## src/design/uop_pkg.sv

```systemverilog
// Shared constants and carrier types for the transceiver link port.
// Assumes a single system clock mclk; the link clock is sampled, not used as a clock.
package uop_pkg;
  // System clock period and link clock nominal rate.
  localparam int MCLK_NS = 100;
  localparam int LINK_CLK_MHZ = 60;
  // Synchroniser depth for every pin that comes from the transceiver.
  localparam int SYNC_STAGES = 2;
  // Command byte prefixes in bits 7:6 of the first byte sent on the link.
  localparam logic [1:0] CMD_TRANSMIT = 2'h1;
  localparam logic [1:0] CMD_REG_WRITE = 2'h2;
  localparam logic [1:0] CMD_REG_READ = 2'h3;
  localparam int REG_ADDR_W = 6;
  localparam logic [7:0] DATA_IDLE = 8'h00;
  // Speed encodings.
  localparam logic [1:0] SPD_HIGH = 2'h0;
  localparam logic [1:0] SPD_FULL = 2'h1;
  localparam logic [1:0] SPD_LOW = 2'h2;
  // Capacity limits of the controller.
  localparam int MAX_HOST_CHANNELS = 16;
  localparam int MAX_DEV_ENDPOINTS = 16;
  localparam int MAX_PERIODIC_IN = 7;
  localparam int CNT_W = 5;
  localparam logic [CNT_W-1:0] MAX_HOST_CHANNELS_C = CNT_W'(MAX_HOST_CHANNELS);
  localparam logic [CNT_W-1:0] MAX_DEV_ENDPOINTS_C = CNT_W'(MAX_DEV_ENDPOINTS);
  localparam logic [CNT_W-1:0] MAX_PERIODIC_IN_C = CNT_W'(MAX_PERIODIC_IN);
  // Reset values.
  localparam logic [1:0] SPEED_RST = SPD_FULL;

  typedef struct packed {
    logic       dir;
    logic       nxt;
    logic [7:0] data;
  } uop_link_in_t;

  typedef struct packed {
    logic       valid;
    logic       is_cmd;
    logic [7:0] data;
  } uop_rx_t;

  typedef enum logic [2:0] {
    ST_IDLE   = 3'h0,
    ST_TX     = 3'h1,
    ST_STOP   = 3'h3,
    ST_REGCMD = 3'h2,
    ST_REGWR  = 3'h6,
    ST_RDWAIT = 3'h7
  } uop_state_t;
endpackage

```

## src/design/uop_sync_edge.sv

```systemverilog
// Two-flop synchroniser for a vector of pins plus rising-edge detect on bit 0.
// Assumes bit 0 carries the sampled link clock; all bits share one delay.
`timescale 1ns/1ps
`default_nettype none
module uop_sync_edge
  import uop_pkg::*;
#(
  parameter int W = 12
) (
  // System.
  input wire logic mclk,
  input wire logic rst,
  // Pins.
  input wire logic [W-1:0] pin_in,
  // Synchronised view.
  output logic [W-1:0] pin_sync,
  output logic clk_rise
);
  logic [W-1:0] meta_reg;
  logic [W-1:0] sync_reg;
  logic prev_reg;

  // The first stage feeds only the second stage.
  always_ff @(posedge mclk or posedge rst) begin
    if (rst) begin
      meta_reg <= '0;
      sync_reg <= '0;
      // Held high at reset, but sync_reg also resets low, so a link clock already high at release is still taken as a rise.
      prev_reg <= 1'b1;
    end else begin
      meta_reg <= pin_in;
      sync_reg <= meta_reg;
      prev_reg <= sync_reg[0];
    end
  end

  assign pin_sync = sync_reg;
  assign clk_rise = sync_reg[0] & ~prev_reg;
endmodule // uop_sync_edge
`default_nettype wire

```

## src/design/uop_link_port.sv

```systemverilog
// Link side of the on-the-go controller: drives the low-pin-count transceiver bus.
// Assumes the transceiver clock is far slower than mclk so each of its edges is seen.
// Function
// (RULE1) The transceiver supplies the 60 MHz link clock and all link logic follows it.
// (RULE2) Every link signal is launched and sampled on the rising edge of the link clock.
// (RULE3) The transceiver holds direction high while it has data and low otherwise.
// (RULE4) While sending, next high means the byte on the bus was taken and the next follows.
// (RULE5) While receiving, next high marks a fresh byte valid on the bus.
// (RULE6) The controller raises stop to end each stream it sends.
// (RULE7) The controller can also raise stop to ask the transceiver for data.
// (RULE8) The controller drives all eight data lines low while the link is idle.
// (RULE9) One 8-bit byte moves per link clock, on either bus arrangement.
// (RULE10) Host role allows high, full and low speed; device role only high and full.
// (RULE11) Host role offers at most 16 channels that software may reprogram.
// (RULE12) Device role offers up to 16 endpoints with at most seven periodic IN ones.
// (RULE13) Software may read and write transceiver registers across the link.
// (RULE14) Attachment is known only from an external attach-detection controller.
// (RULE15) On direction high the bus is released with one turnaround cycle before sampling.
`timescale 1ns/1ps
`default_nettype none
module uop_link_port
  import uop_pkg::*;
(
  // System.
  input wire logic mclk,
  input wire logic rst,
  // Transceiver pins.
  input wire logic link_clk,
  input wire logic link_dir,
  input wire logic link_nxt,
  input wire logic [7:0] link_data_i,
  output logic [7:0] link_data_o,
  output logic link_data_oe,
  output logic link_stp,
  // Transmit stream; first byte is the transmit command byte.
  input wire logic [7:0] tx_data,
  input wire logic tx_valid,
  input wire logic tx_last,
  output logic tx_take,
  output logic tx_abort,
  // Receive stream.
  output logic [7:0] rx_data,
  output logic rx_valid,
  output logic rx_is_cmd,
  output logic rx_active,
  // Data request by stop.
  input wire logic pull_req,
  // Transceiver register access.
  input wire logic reg_req,
  input wire logic reg_write,
  input wire logic [REG_ADDR_W-1:0] reg_addr,
  input wire logic [7:0] reg_wdata,
  output logic reg_done,
  output logic [7:0] reg_rdata,
  output logic reg_busy,
  // Role, speed and capacity checks.
  input wire logic host_mode,
  input wire logic [1:0] speed_req,
  input wire logic [CNT_W-1:0] chan_used,
  input wire logic [CNT_W-1:0] ep_used,
  input wire logic [CNT_W-1:0] per_in_used,
  output logic [1:0] speed_eff,
  output logic limit_err,
  // External attach detection.
  input wire logic attach_detection,
  output logic attached
);
  localparam int SW = 12;
  logic [SW-1:0] pin_sync;
  logic edge_tick;
  uop_link_in_t lin;
  uop_rx_t rx_reg;
  uop_state_t state_reg;
  logic dir_q_reg;
  logic pull_pend_reg;
  logic reg_pend_reg;
  logic rd_pend_reg;
  logic reg_write_reg;
  logic tx_last_reg;
  logic [REG_ADDR_W-1:0] reg_addr_reg;
  logic [7:0] reg_wdata_reg;

  uop_sync_edge #(
    .W(SW)
  ) u_sync (
    .mclk(mclk),
    .rst(rst),
    .pin_in({attach_detection, link_data_i, link_nxt, link_dir, link_clk}),
    .pin_sync(pin_sync),
    .clk_rise(edge_tick)
  );

  assign lin = uop_link_in_t'({pin_sync[1], pin_sync[2], pin_sync[SW-2:3]});

  // Command byte for a register access.
  function automatic logic [7:0] reg_cmd(input logic wr, input logic [REG_ADDR_W-1:0] a);
    reg_cmd = {(wr ? CMD_REG_WRITE : CMD_REG_READ), a};
  endfunction

  // Requests from the user side are held until the link can serve them.
  always_ff @(posedge mclk or posedge rst) begin
    if (rst) begin
      pull_pend_reg <= 1'b0;
    end else if (pull_req) begin
      pull_pend_reg <= 1'b1;
    end else if (edge_tick && state_reg == ST_IDLE && !lin.dir && !dir_q_reg) begin
      pull_pend_reg <= 1'b0;
    end
  end

  always_ff @(posedge mclk or posedge rst) begin
    if (rst) begin
      reg_write_reg <= 1'b0;
      reg_addr_reg <= '0;
      reg_wdata_reg <= DATA_IDLE;
    end else if (reg_req && !reg_pend_reg) begin
      reg_write_reg <= reg_write;
      reg_addr_reg <= reg_addr;
      reg_wdata_reg <= reg_wdata;
    end
  end

  // Main link sequencer; apart from reg_pend_reg capture and pulse clearing, everything moves only on a sampled link clock rise.
  always_ff @(posedge mclk or posedge rst) begin
    if (rst) begin
      state_reg <= ST_IDLE;
      dir_q_reg <= 1'b0;
      link_data_o <= DATA_IDLE;
      link_data_oe <= 1'b1;
      link_stp <= 1'b0;
      reg_pend_reg <= 1'b0;
      rd_pend_reg <= 1'b0;
      reg_done <= 1'b0;
      reg_rdata <= DATA_IDLE;
      tx_take <= 1'b0;
      tx_abort <= 1'b0;
      rx_reg <= '0;
      tx_last_reg <= 1'b0;
      rx_active <= 1'b0;
    end else begin
      tx_take <= 1'b0;
      tx_abort <= 1'b0;
      reg_done <= 1'b0;
      rx_reg.valid <= 1'b0;
      // A request while one is pending is refused, as its fields are not captured.
      if (reg_req && !reg_pend_reg) begin
        reg_pend_reg <= 1'b1;
      end
      if (edge_tick) begin // RULE1 RULE2
        dir_q_reg <= lin.dir;
        if (lin.dir && !dir_q_reg) begin
          // Turnaround: let go of the bus and do not sample this cycle.
          link_data_oe <= 1'b0; // RULE15
          link_data_o <= DATA_IDLE;
          link_stp <= 1'b0;
          rx_active <= 1'b1;
          if (state_reg == ST_TX || state_reg == ST_STOP) begin
            tx_abort <= 1'b1;
          end
          if (state_reg == ST_RDWAIT) begin
            rd_pend_reg <= 1'b1;
          end
          state_reg <= ST_IDLE;
        end else if (lin.dir) begin // RULE3
          if (rd_pend_reg) begin
            // Register read data arrives in the first cycle after turnaround.
            reg_rdata <= lin.data; // RULE13
            reg_done <= 1'b1;
            rd_pend_reg <= 1'b0;
            reg_pend_reg <= 1'b0;
          end else begin
            rx_reg.valid <= 1'b1; // RULE5 RULE9
            rx_reg.is_cmd <= !lin.nxt;
            rx_reg.data <= lin.data;
          end
        end else if (dir_q_reg) begin
          // Turnaround back: retake the bus idle low before any command.
          link_data_oe <= 1'b1;
          link_data_o <= DATA_IDLE; // RULE8
          rx_active <= 1'b0;
        end else begin
          case (state_reg)
            ST_IDLE: begin
              link_stp <= 1'b0;
              link_data_o <= DATA_IDLE; // RULE8
              if (pull_pend_reg) begin
                link_stp <= 1'b1; // RULE7
              end else if (reg_pend_reg) begin
                link_data_o <= reg_cmd(reg_write_reg, reg_addr_reg); // RULE13
                state_reg <= ST_REGCMD;
              end else if (tx_valid) begin
                link_data_o <= tx_data; // RULE9
                tx_last_reg <= tx_last;
                tx_take <= 1'b1;
                state_reg <= ST_TX;
              end
            end
            ST_TX: begin
              // The following byte goes onto the bus at the edge that accepts the current
              // one, so the user must keep the stream valid until its last byte is out.
              if (lin.nxt) begin // RULE4
                if (tx_last_reg) begin
                  link_data_o <= DATA_IDLE;
                  link_stp <= 1'b1; // RULE6
                  state_reg <= ST_STOP;
                end else begin
                  link_data_o <= tx_data; // RULE9
                  tx_last_reg <= tx_last;
                  tx_take <= 1'b1;
                  state_reg <= ST_TX;
                end
              end
            end
            ST_STOP: begin
              link_stp <= 1'b0;
              state_reg <= ST_IDLE;
            end
            ST_REGCMD: begin
              if (lin.nxt) begin // RULE4
                link_data_o <= reg_write_reg ? reg_wdata_reg : DATA_IDLE;
                state_reg <= reg_write_reg ? ST_REGWR : ST_RDWAIT;
              end
            end
            ST_REGWR: begin
              if (lin.nxt) begin // RULE4
                link_data_o <= DATA_IDLE;
                link_stp <= 1'b1; // RULE6
                reg_done <= 1'b1;
                reg_pend_reg <= 1'b0;
                state_reg <= ST_STOP;
              end
            end
            ST_RDWAIT: begin
              link_data_o <= DATA_IDLE;
            end
            default: begin
              state_reg <= ST_IDLE;
            end
          endcase
        end
      end
    end
  end

  // The user updates the stream byte after each take pulse, before the next link edge.
  always_comb begin
    rx_data = rx_reg.data;
    rx_valid = rx_reg.valid;
    rx_is_cmd = rx_reg.is_cmd;
  end

  assign reg_busy = reg_pend_reg;

  // Role-dependent speed: low speed is refused in device role and falls back to full.
  always_ff @(posedge mclk or posedge rst) begin
    if (rst) begin
      speed_eff <= SPEED_RST;
    end else if (!host_mode && speed_req == SPD_LOW) begin
      speed_eff <= SPD_FULL; // RULE10
    end else if (speed_req == SPD_HIGH || speed_req == SPD_FULL || speed_req == SPD_LOW) begin
      speed_eff <= speed_req; // RULE10
    end
  end

  // Capacity check against the channel and endpoint limits of each role.
  always_ff @(posedge mclk or posedge rst) begin
    if (rst) begin
      limit_err <= 1'b0;
    end else if (host_mode) begin
      limit_err <= chan_used > MAX_HOST_CHANNELS_C; // RULE11
    end else begin
      limit_err <= (ep_used > MAX_DEV_ENDPOINTS_C) || (per_in_used > MAX_PERIODIC_IN_C); // RULE12
    end
  end

  // Attachment comes only from the external detector, never from the link itself.
  always_ff @(posedge mclk or posedge rst) begin
    if (rst) begin
      attached <= 1'b0;
    end else begin
      attached <= pin_sync[SW-1]; // RULE14
    end
  end
endmodule // uop_link_port
`default_nettype wire

```

## config.mk

```make
export PLATFORM = sky130hd
export DESIGN_NAME = uop_link_port
export DESIGN_NICKNAME = d
export VERILOG_FILES = /design/src/design/uop_pkg.sv /design/src/design/uop_sync_edge.sv /design/src/design/uop_link_port.sv
export SDC_FILE = /design/constraint.sdc
export NUM_CORES = 1
export LEC_CHECK = 0
export BUFFER_PORTS_ARGS = -buffer_cell sky130_fd_sc_hd__buf_4
export CAP_MARGIN = 20
export CORE_MARGIN = 2
export CORE_UTILIZATION = 35
export CTS_CLUSTER_SIZE = 25
export DETAILED_ROUTE_END_ITERATION = 7
export PLACE_DENSITY_LB_ADDON = 0.12
export REMOVE_ABC_BUFFERS = 1
export SLEW_MARGIN = 25
export SYNTH_ARGS = -nofsm -noshare
export SYNTH_HDL_FRONTEND = slang
export SYNTH_SLANG_ARGS = --single-unit
```

## constraint.sdc

```tcl
create_clock -name mclk -period 2.3 [get_ports mclk]
set_input_delay 0.115 -clock mclk [delete_from_list [all_inputs] [get_ports mclk]]
set_output_delay 0.115 -clock mclk [all_outputs]
set_load 0.01 [all_outputs]
```

==> results of run 1 <==
-- worst max-delay path, cell delays in order (launching register included) --
cell and delay, ns:
dfrtp_1 0.45, inv_1 0.14, ha_1 0.31, buf_4 0.22, o31ai_4 0.37, nor4_1 0.10
a211o_1 0.27
-- worst min path at each step --
stage	endpoint	slack (ns)	cells past startpoint
after detailed placement	u_sync.meta_reg[10]	0.23	1
after CTS	link_data_o[6]	0.18	4
final	link_data_o[1]	0.20	4
after global placement	u_sync.meta_reg[6]	0.22	1
after global routing	link_data_o[3]	0.21	4
after floorplan	u_sync.meta_reg[0]	0.15	0
-- cells in the final DEF (no fill, tap or decap), drive strengths merged, types with 2 or more instances in the layout --
| cell type | instances |
|---|---|
| mux2i | 3 |
| clkinv | 4 |
| a21oi | 24 |
| buf | 103 |
| a31oi | 2 |
| dfstp | 3 |
| o311ai | 3 |
| nor2 | 13 |
| nand2b | 4 |
| a22oi | 9 |
| nand3b | 4 |
| inv | 7 |
| nand4b | 8 |
| clkbuf | 10 |
| ha | 4 |
| o41ai | 2 |
| nor3 | 4 |
| mux2 | 33 |
| dfrtp | 81 |
| o21ai | 28 |
| o31ai | 3 |
| clkinvlp | 2 |
| dlygate4sd3 | 36 |
| nor2b | 7 |
| nand2 | 19 |
| nor4b | 3 |
-- power breakdown --
group	switching [W]	total, W	internal [W]	leakage, nW
logic	0.000809	0.00168	0.000872	1.15
clock network	0.000552	0.000981	0.000430	0.0893
registers	0.000295	0.00210	0.00180	1.03
-- stage by stage --
stage	util [%]	worst slack [ns]	hold WS (ns)	area (sq um)	total power [W]
after global routing	49.3	0.131	0.206	5040	0.00512
after global placement	44.0	0.338	0.225	4500	0.00374
after detailed placement	44.0	0.293	0.226	4500	0.00377
after CTS	49.3	0.298	0.177	5040	0.00482
final	49.3	0.321	0.197	5040	0.00476
after floorplan	-	0.0248	0.146	3530	0.00307
-- per-layer routing --
layer / vias up / share of wire (%) / track usage, %
met5: - / 0 / 0
met4: 0 / 1.1 / 5.92
met1: 1386 / 46 / 21.3
li1: 1335 / - / -
met2: 77 / 47 / 25.4
met3: 7 / 6.1 / 4.72
-- cell usage after synthesis (2+ instances only) --
master / count / area share [%]
nor3_1: 4 / 0.55
a22oi_1: 9 / 1.8
o41ai_1: 2 / 0.48
nor2_2: 2 / 0.34
ha_1: 4 / 1.4
nor2_1: 11 / 1.1
o311ai_2: 3 / 1.3
a31oi_1: 2 / 0.34
dfrtp_1: 81 / 55
o21ai_1: 5 / 0.68
buf_6: 4 / 1.2
mux2i_1: 2 / 0.55
dfstp_2: 3 / 2.2
nand4b_1: 8 / 1.9
nand3b_1: 4 / 0.82
buf_2: 3 / 0.41
nand2b_1: 4 / 0.68
clkbuf_1: 5 / 0.51
buf_4: 2 / 0.41
nor4b_2: 2 / 0.82
nand2_1: 19 / 1.9
mux2_2: 33 / 10
inv_1: 6 / 0.62
o21ai_0: 23 / 3.1
nor2b_1: 6 / 1.0
a21oi_1: 24 / 3.3
-- kinds of logic after synthesis --
family                   Yosys count  share of synthesized area [%]
AO/OA/AOI/OAI                     78                           14.0
XOR/XNOR                           1                          0.239
adder cells (fa/ha/maj)            4                           1.37
buffers and inverters             24                           4.10
flip-flops                        84                           57.6
multiplexers                      36                           11.3
AND/OR/NAND/NOR                   70                           11.4
-- layout make-up --
class | count | area (sq um)
Clock buffer | 10 | 138
Multi-Input combinational cell | 189 | 1410
Fill cell | 951 | 5190
Inverter | 7 | 27.5
Tap cell | 136 | 170
Clock inverter | 6 | 46.3
Sequential cell | 84 | 2110
Timing Repair Buffer | 139 | 1150
-- repair_timing --
item                                   CTS  global route
hold buffers                            36             0
endpoints found under the hold margin  114             0
setup endpoints to repair                0             0
==> flow_summary_export.csv, run 1 <==
group,metric,value,unit
sta,fmax,0.505,GHz
die,core_area,0.0102,sq mm
worst_setup_path,cp-startpoint,"dir_q_reg",
clock_tree,cts_setup_buffers,0,
power_and_ir_drop,p_leak,2.27,nW
drt,drc,0,
sta,setup_violations,0,
drt,drt_pass1_iterations,4,
logic_synthesis,syn_area_per_cell,12.3,sq um
logic_synthesis,yosysSeqAreaShare,57.6,%
cells_and_area,diodes,0,
sta,period_minus_slack,1.98,ns
sta,finalCritPeriodShare,86.1,%
worst_setup_path,endpoint,"link_stp",
global_route,grt_antenna_before_repair,0,
worst_setup_path,startpoint_type,"register",
placed_design,port_buffers,92,
logic_synthesis,syn_area,0.00366,sq mm
placed_design,place.gp.congestion,0.850,
clock_tree,numCtsBuffers,9,
worst_setup_path,cp.required,2.54,ns
worst_setup_path,r2r_end,"link_stp",
drt,via_per_inst,4.91,
worst_setup_path,ff2ff_path_depth,6,
power_and_ir_drop,irDropWorstVdd,374,uV
clock_tree,htreeDepth,3,
clock_tree,cts.reportedPaths.clkPinSlew,0.09,ns
die,fp.dieH,106,um
drt,post_drt_wl_per_cell,15.1,um
logic_synthesis,syn_inst,297,
logic_synthesis,synth.distinct_cells,52,
clock_tree,cts_resized,0,
placed_design,dp_hpwl,5.79,mm
global_route,grt_max_degree,85,
cells_and_area,nNetsFinal,493,
power_and_ir_drop,powerDensity,944,mW/mm^2
drt,ant_nets,0,
die,start_util,35.8,%
clock_tree,root_buffer,"clkbuf_8",
cells_and_area,synthToLayoutAreaGrowth,37.8,%
global_route,grt_util_all_layers,16.2,%
min_path,min-delay-start,"tx_data[1]",
logic_synthesis,ys_seq_elements,84,
logic_synthesis,synth-edff-count,0,
sta,hold_viol,0,
run_status,status,"finished clean",
cells_and_area,fin_cells,571,
global_route,grt_pass1_vias,2807,
worst_setup_path,end_kind,"register",
sta,relSlewSlack,57.0,%
sta,slew_viol_final,0,
clock_tree,cts_sinks,84,
drt,vias,2805,
clock_tree,clock_latency,0.35,ns
drt,totalWireLength,8.60,mm
min_path,min_path_type,"input port to register",
global_route,grt_pass1_wl,14.2,mm
logic_synthesis,ys_async_sr_fraction,100,%
worst_setup_path,rrSetupSlack,0.32,ns
placed_design,dp_cells,519,
die,ios,96,
clock_tree,cts_tree,"built",
global_route,grt_overflow,0,
sta,finalSetupTns,0,ns
worst_setup_path,path_class,"register to register",
cells_and_area,drive_gt1_share,39.5,%
worst_setup_path,timing.rr.start,"dir_q_reg",
logic_synthesis,synth_ff_type,"dfrtp_1",
worst_setup_path,arrival,2.22,ns
clock_tree,cts_max_path_buffers,2,
sta,clock_skew,0.00866,ns
run,drv_cap,0,
die,rows,37,
die,die_x,106,um
sta,tightest_slew,0.641,ns
worst_setup_path,worst-path-max-fanout,10,
sta,rsz0062_at_grt,"false",
die,die-area,0.0113,sq mm
drt,drtIter0Drc,105,
logic_synthesis,synth_warnings,0,
No activity file was read; power rests on OpenSTA's default activity.
==> run 2, diff against run 1 <==
--- a/config.mk
+++ b/config.mk
@@ -6,7 +6,7 @@
 export NUM_CORES = 1
 export LEC_CHECK = 0
 export BUFFER_PORTS_ARGS = -buffer_cell sky130_fd_sc_hd__buf_4
-export CAP_MARGIN = 20
+export CORE_ASPECT_RATIO = 1.2
 export CORE_MARGIN = 2
 export CORE_UTILIZATION = 35
 export CTS_CLUSTER_SIZE = 25
==> flow_summary_export.csv, run 2 (synthesis results as in run 1) <==
group,metric,value,unit
worst_setup_path,slowest_delay,0.45,ns
global_route,grt_max_degree,32,
sta,hold_viol,0,
drt,totalWireLength,8.25,mm
global_route,grt_pass1_vias,2799,
global_route,grt_pass1_wl,13.8,mm
sta,relSlewSlack,60.8,%
sta,clock_skew,0.00865,ns
clock_tree,cts_sinks,84,
worst_setup_path,critPathTopFamily,"flip-flops",
clock_tree,cts_max_path_buffers,2,
cells_and_area,nNetsFinal,477,
worst_setup_path,arrival,2.16,ns
worst_setup_path,ff2ff_path_depth,8,
power_and_ir_drop,p_comb_share,30.9,%
cells_and_area,fin_area,0.00498,sq mm
worst_setup_path,crit_slowest_cell,"dfrtp_1",
power_and_ir_drop,powerDensity,1050,mW/mm^2
sta,setup_violations,0,
sta,tightest_slew,0.588,ns
cells_and_area,diodes,0,
global_route,grt_util_all_layers,15.4,%
run,drv_cap,0,
sta,period_minus_slack,1.96,ns
worst_setup_path,r2r_end,"link_data_o[2]",
clock_tree,clock_latency,0.33,ns
die,core_area,0.0101,sq mm
die,die-area,0.0113,sq mm
drt,via_per_inst,4.98,
placed_design,place_area,0.00449,sq mm
sta,hold_ws,0.0102,ns
power_and_ir_drop,power.share.switching,31.5,%
cells_and_area,drive_gt1_share,41.1,%
power_and_ir_drop,power_switching,0.00165,W
sta,slew_viol_final,0,
drt,drc,0,
die,rows,40,
die,start_util,36.2,%
worst_setup_path,cp-startpoint,"dir_q_reg",
placed_design,port_buffers,92,
clock_tree,root_buffer,"clkbuf_16",
worst_setup_path,crit_buf_inv,2,
sta,rsz0062_at_grt,"false",
power_and_ir_drop,seqPwrFrac,40.1,%
worst_setup_path,worst-path-stages,8,
min_path,holdPathStages,2,
worst_setup_path,endpoint,"link_data_o[2]",
worst_setup_path,timing.rr.start,"dir_q_reg",
placed_design,dp_hpwl,5.92,mm
worst_setup_path,end_kind,"register",
run_status,status,"finished clean",
drt,ant_nets,0,
die,ios,96,
clock_tree,htreeDepth,3,
clock_tree,cts.reportedPaths.clkPinSlew,0.06,ns
drt,drt_pass1_iterations,4,
worst_setup_path,startpoint_type,"register",
cells_and_area,final_cell_mix,"105 x buf_4, 81 x dfrtp_1, 33 x mux2_2",
placed_design,place_ws,0.347,ns
cells_and_area,final_common_cell,"buf_4",
drt,drtIter0Drc,106,
power_and_ir_drop,power.internal,0.00360,W
worst_setup_path,cp.required,2.51,ns
clock_tree,cts_resized,0,
min_path,min_path_type,"input port to register",
power_and_ir_drop,p_leak,2.26,nW
clock_tree,cts_tree,"built",
power_and_ir_drop,irDropWorstVdd,504,uV
clock_tree,numCtsBuffers,9,
sta,finalSetupTns,0,ns
worst_setup_path,path_class,"register to register",
sta,fmax,0.511,GHz
worst_setup_path,worst-path-max-fanout,16,
drt,vias,2708,
placed_design,place.gp.congestion,0.865,
cells_and_area,synthToLayoutAreaGrowth,36.1,%
worst_setup_path,rrSetupSlack,0.34,ns
die,die_x,97.3,um
global_route,grt_overflow,0,
worst_setup_path,cp_cell_sequence,"inv_1 -> ha_1 -> nor2_1 -> a32oi_1 -> o211ai_2 -> buf_4 -> nand2_1 -> o21ai_0",
power_and_ir_drop,clock_power_share,29.1,%
die,fp.dieH,116,um
global_route,grt_antenna_before_repair,0,
sta,fin_ws,0.344,ns
drt,post_drt_wl_per_cell,15.2,um
sta,finalCritPeriodShare,85.0,%
## run 2: cell types whose count changed in the layout (fill, tap and decap cells not counted), sizes merged
cell | previous run | this run
bufinv | 0 | 2
dlygate4sd3 | 36 | 18
inv | 7 | 6
clkinvlp | 2 | 1
buf | 103 | 105
clkinv | 4 | 3
## run 2: worst reg2reg max path, cell delays in order (launching register included)
cell	delay (ns)
dfrtp_1	0.45
inv_1	0.16
ha_1	0.38
nor2_1	0.14
a32oi_1	0.24
o211ai_2	0.12
buf_4	0.20
nand2_1	0.08
o21ai_0	0.07
## run 2: how the worst min path moves through the flow
stage | slack (ns) | end | startpoint
3_3_place_gp | 0.17 | u_sync.pin_sync[5] | rst
2_1_floorplan | 0.15 | u_sync.meta_reg[0] | link_clk
6_report | 0.01 | reg_addr_reg[1] | reg_addr[1]
5_1_grt | 0.005 | reg_write_reg | reg_write
4_1_cts | 0.001 | reg_addr_reg[3] | reg_addr[3]
3_5_place_dp | 0.17 | reg_busy | rst
## run 2: power by group through the flow
stage / logic (W) / clock network (W) / registers (W)
after detailed placement: 0.00160 / 0 / 0.00213
after floorplan: 0.000905 / 0 / 0.00217
final: 0.00162 / 0.00153 / 0.00210
after global placement: 0.00159 / 0 / 0.00213
after global routing: 0.00180 / 0.00164 / 0.00216
after CTS: 0.00163 / 0.00156 / 0.00211
## run 2: cell type report
type | instances | area, sq um
repair buffers | 123 | 968
clock inverters | 5 | 85.1
well taps | 126 | 158
fillers | 960 | 5130
flip-flops and latches | 84 | 2110
multi-input cells | 189 | 1410
clock buffers | 10 | 229
inverters | 7 | 27.5
## run 2: metrics by stage
step,total power [W],std cells,utilization [%]
CTS,0.00531,544,49.3
floorplan,0.00307,280,-
detailed placement,0.00374,511,44.4
finish,0.00525,544,49.3
global route,0.00559,544,49.3
global placement,0.00372,511,44.4
## run 2: layer usage
metal	vias up	share of wire (%)	track usage, %
met5	-	0	0
met4	0	2.4	7.04
met3	16	7.6	4.64
met2	95	47	24.2
met1	1296	43	20.0
li1	1301	-	-
## run 2: timing repair
action,CTS,global route
hold buffers,18,0
hold endpoints to repair,44,0
setup buffers,0,0
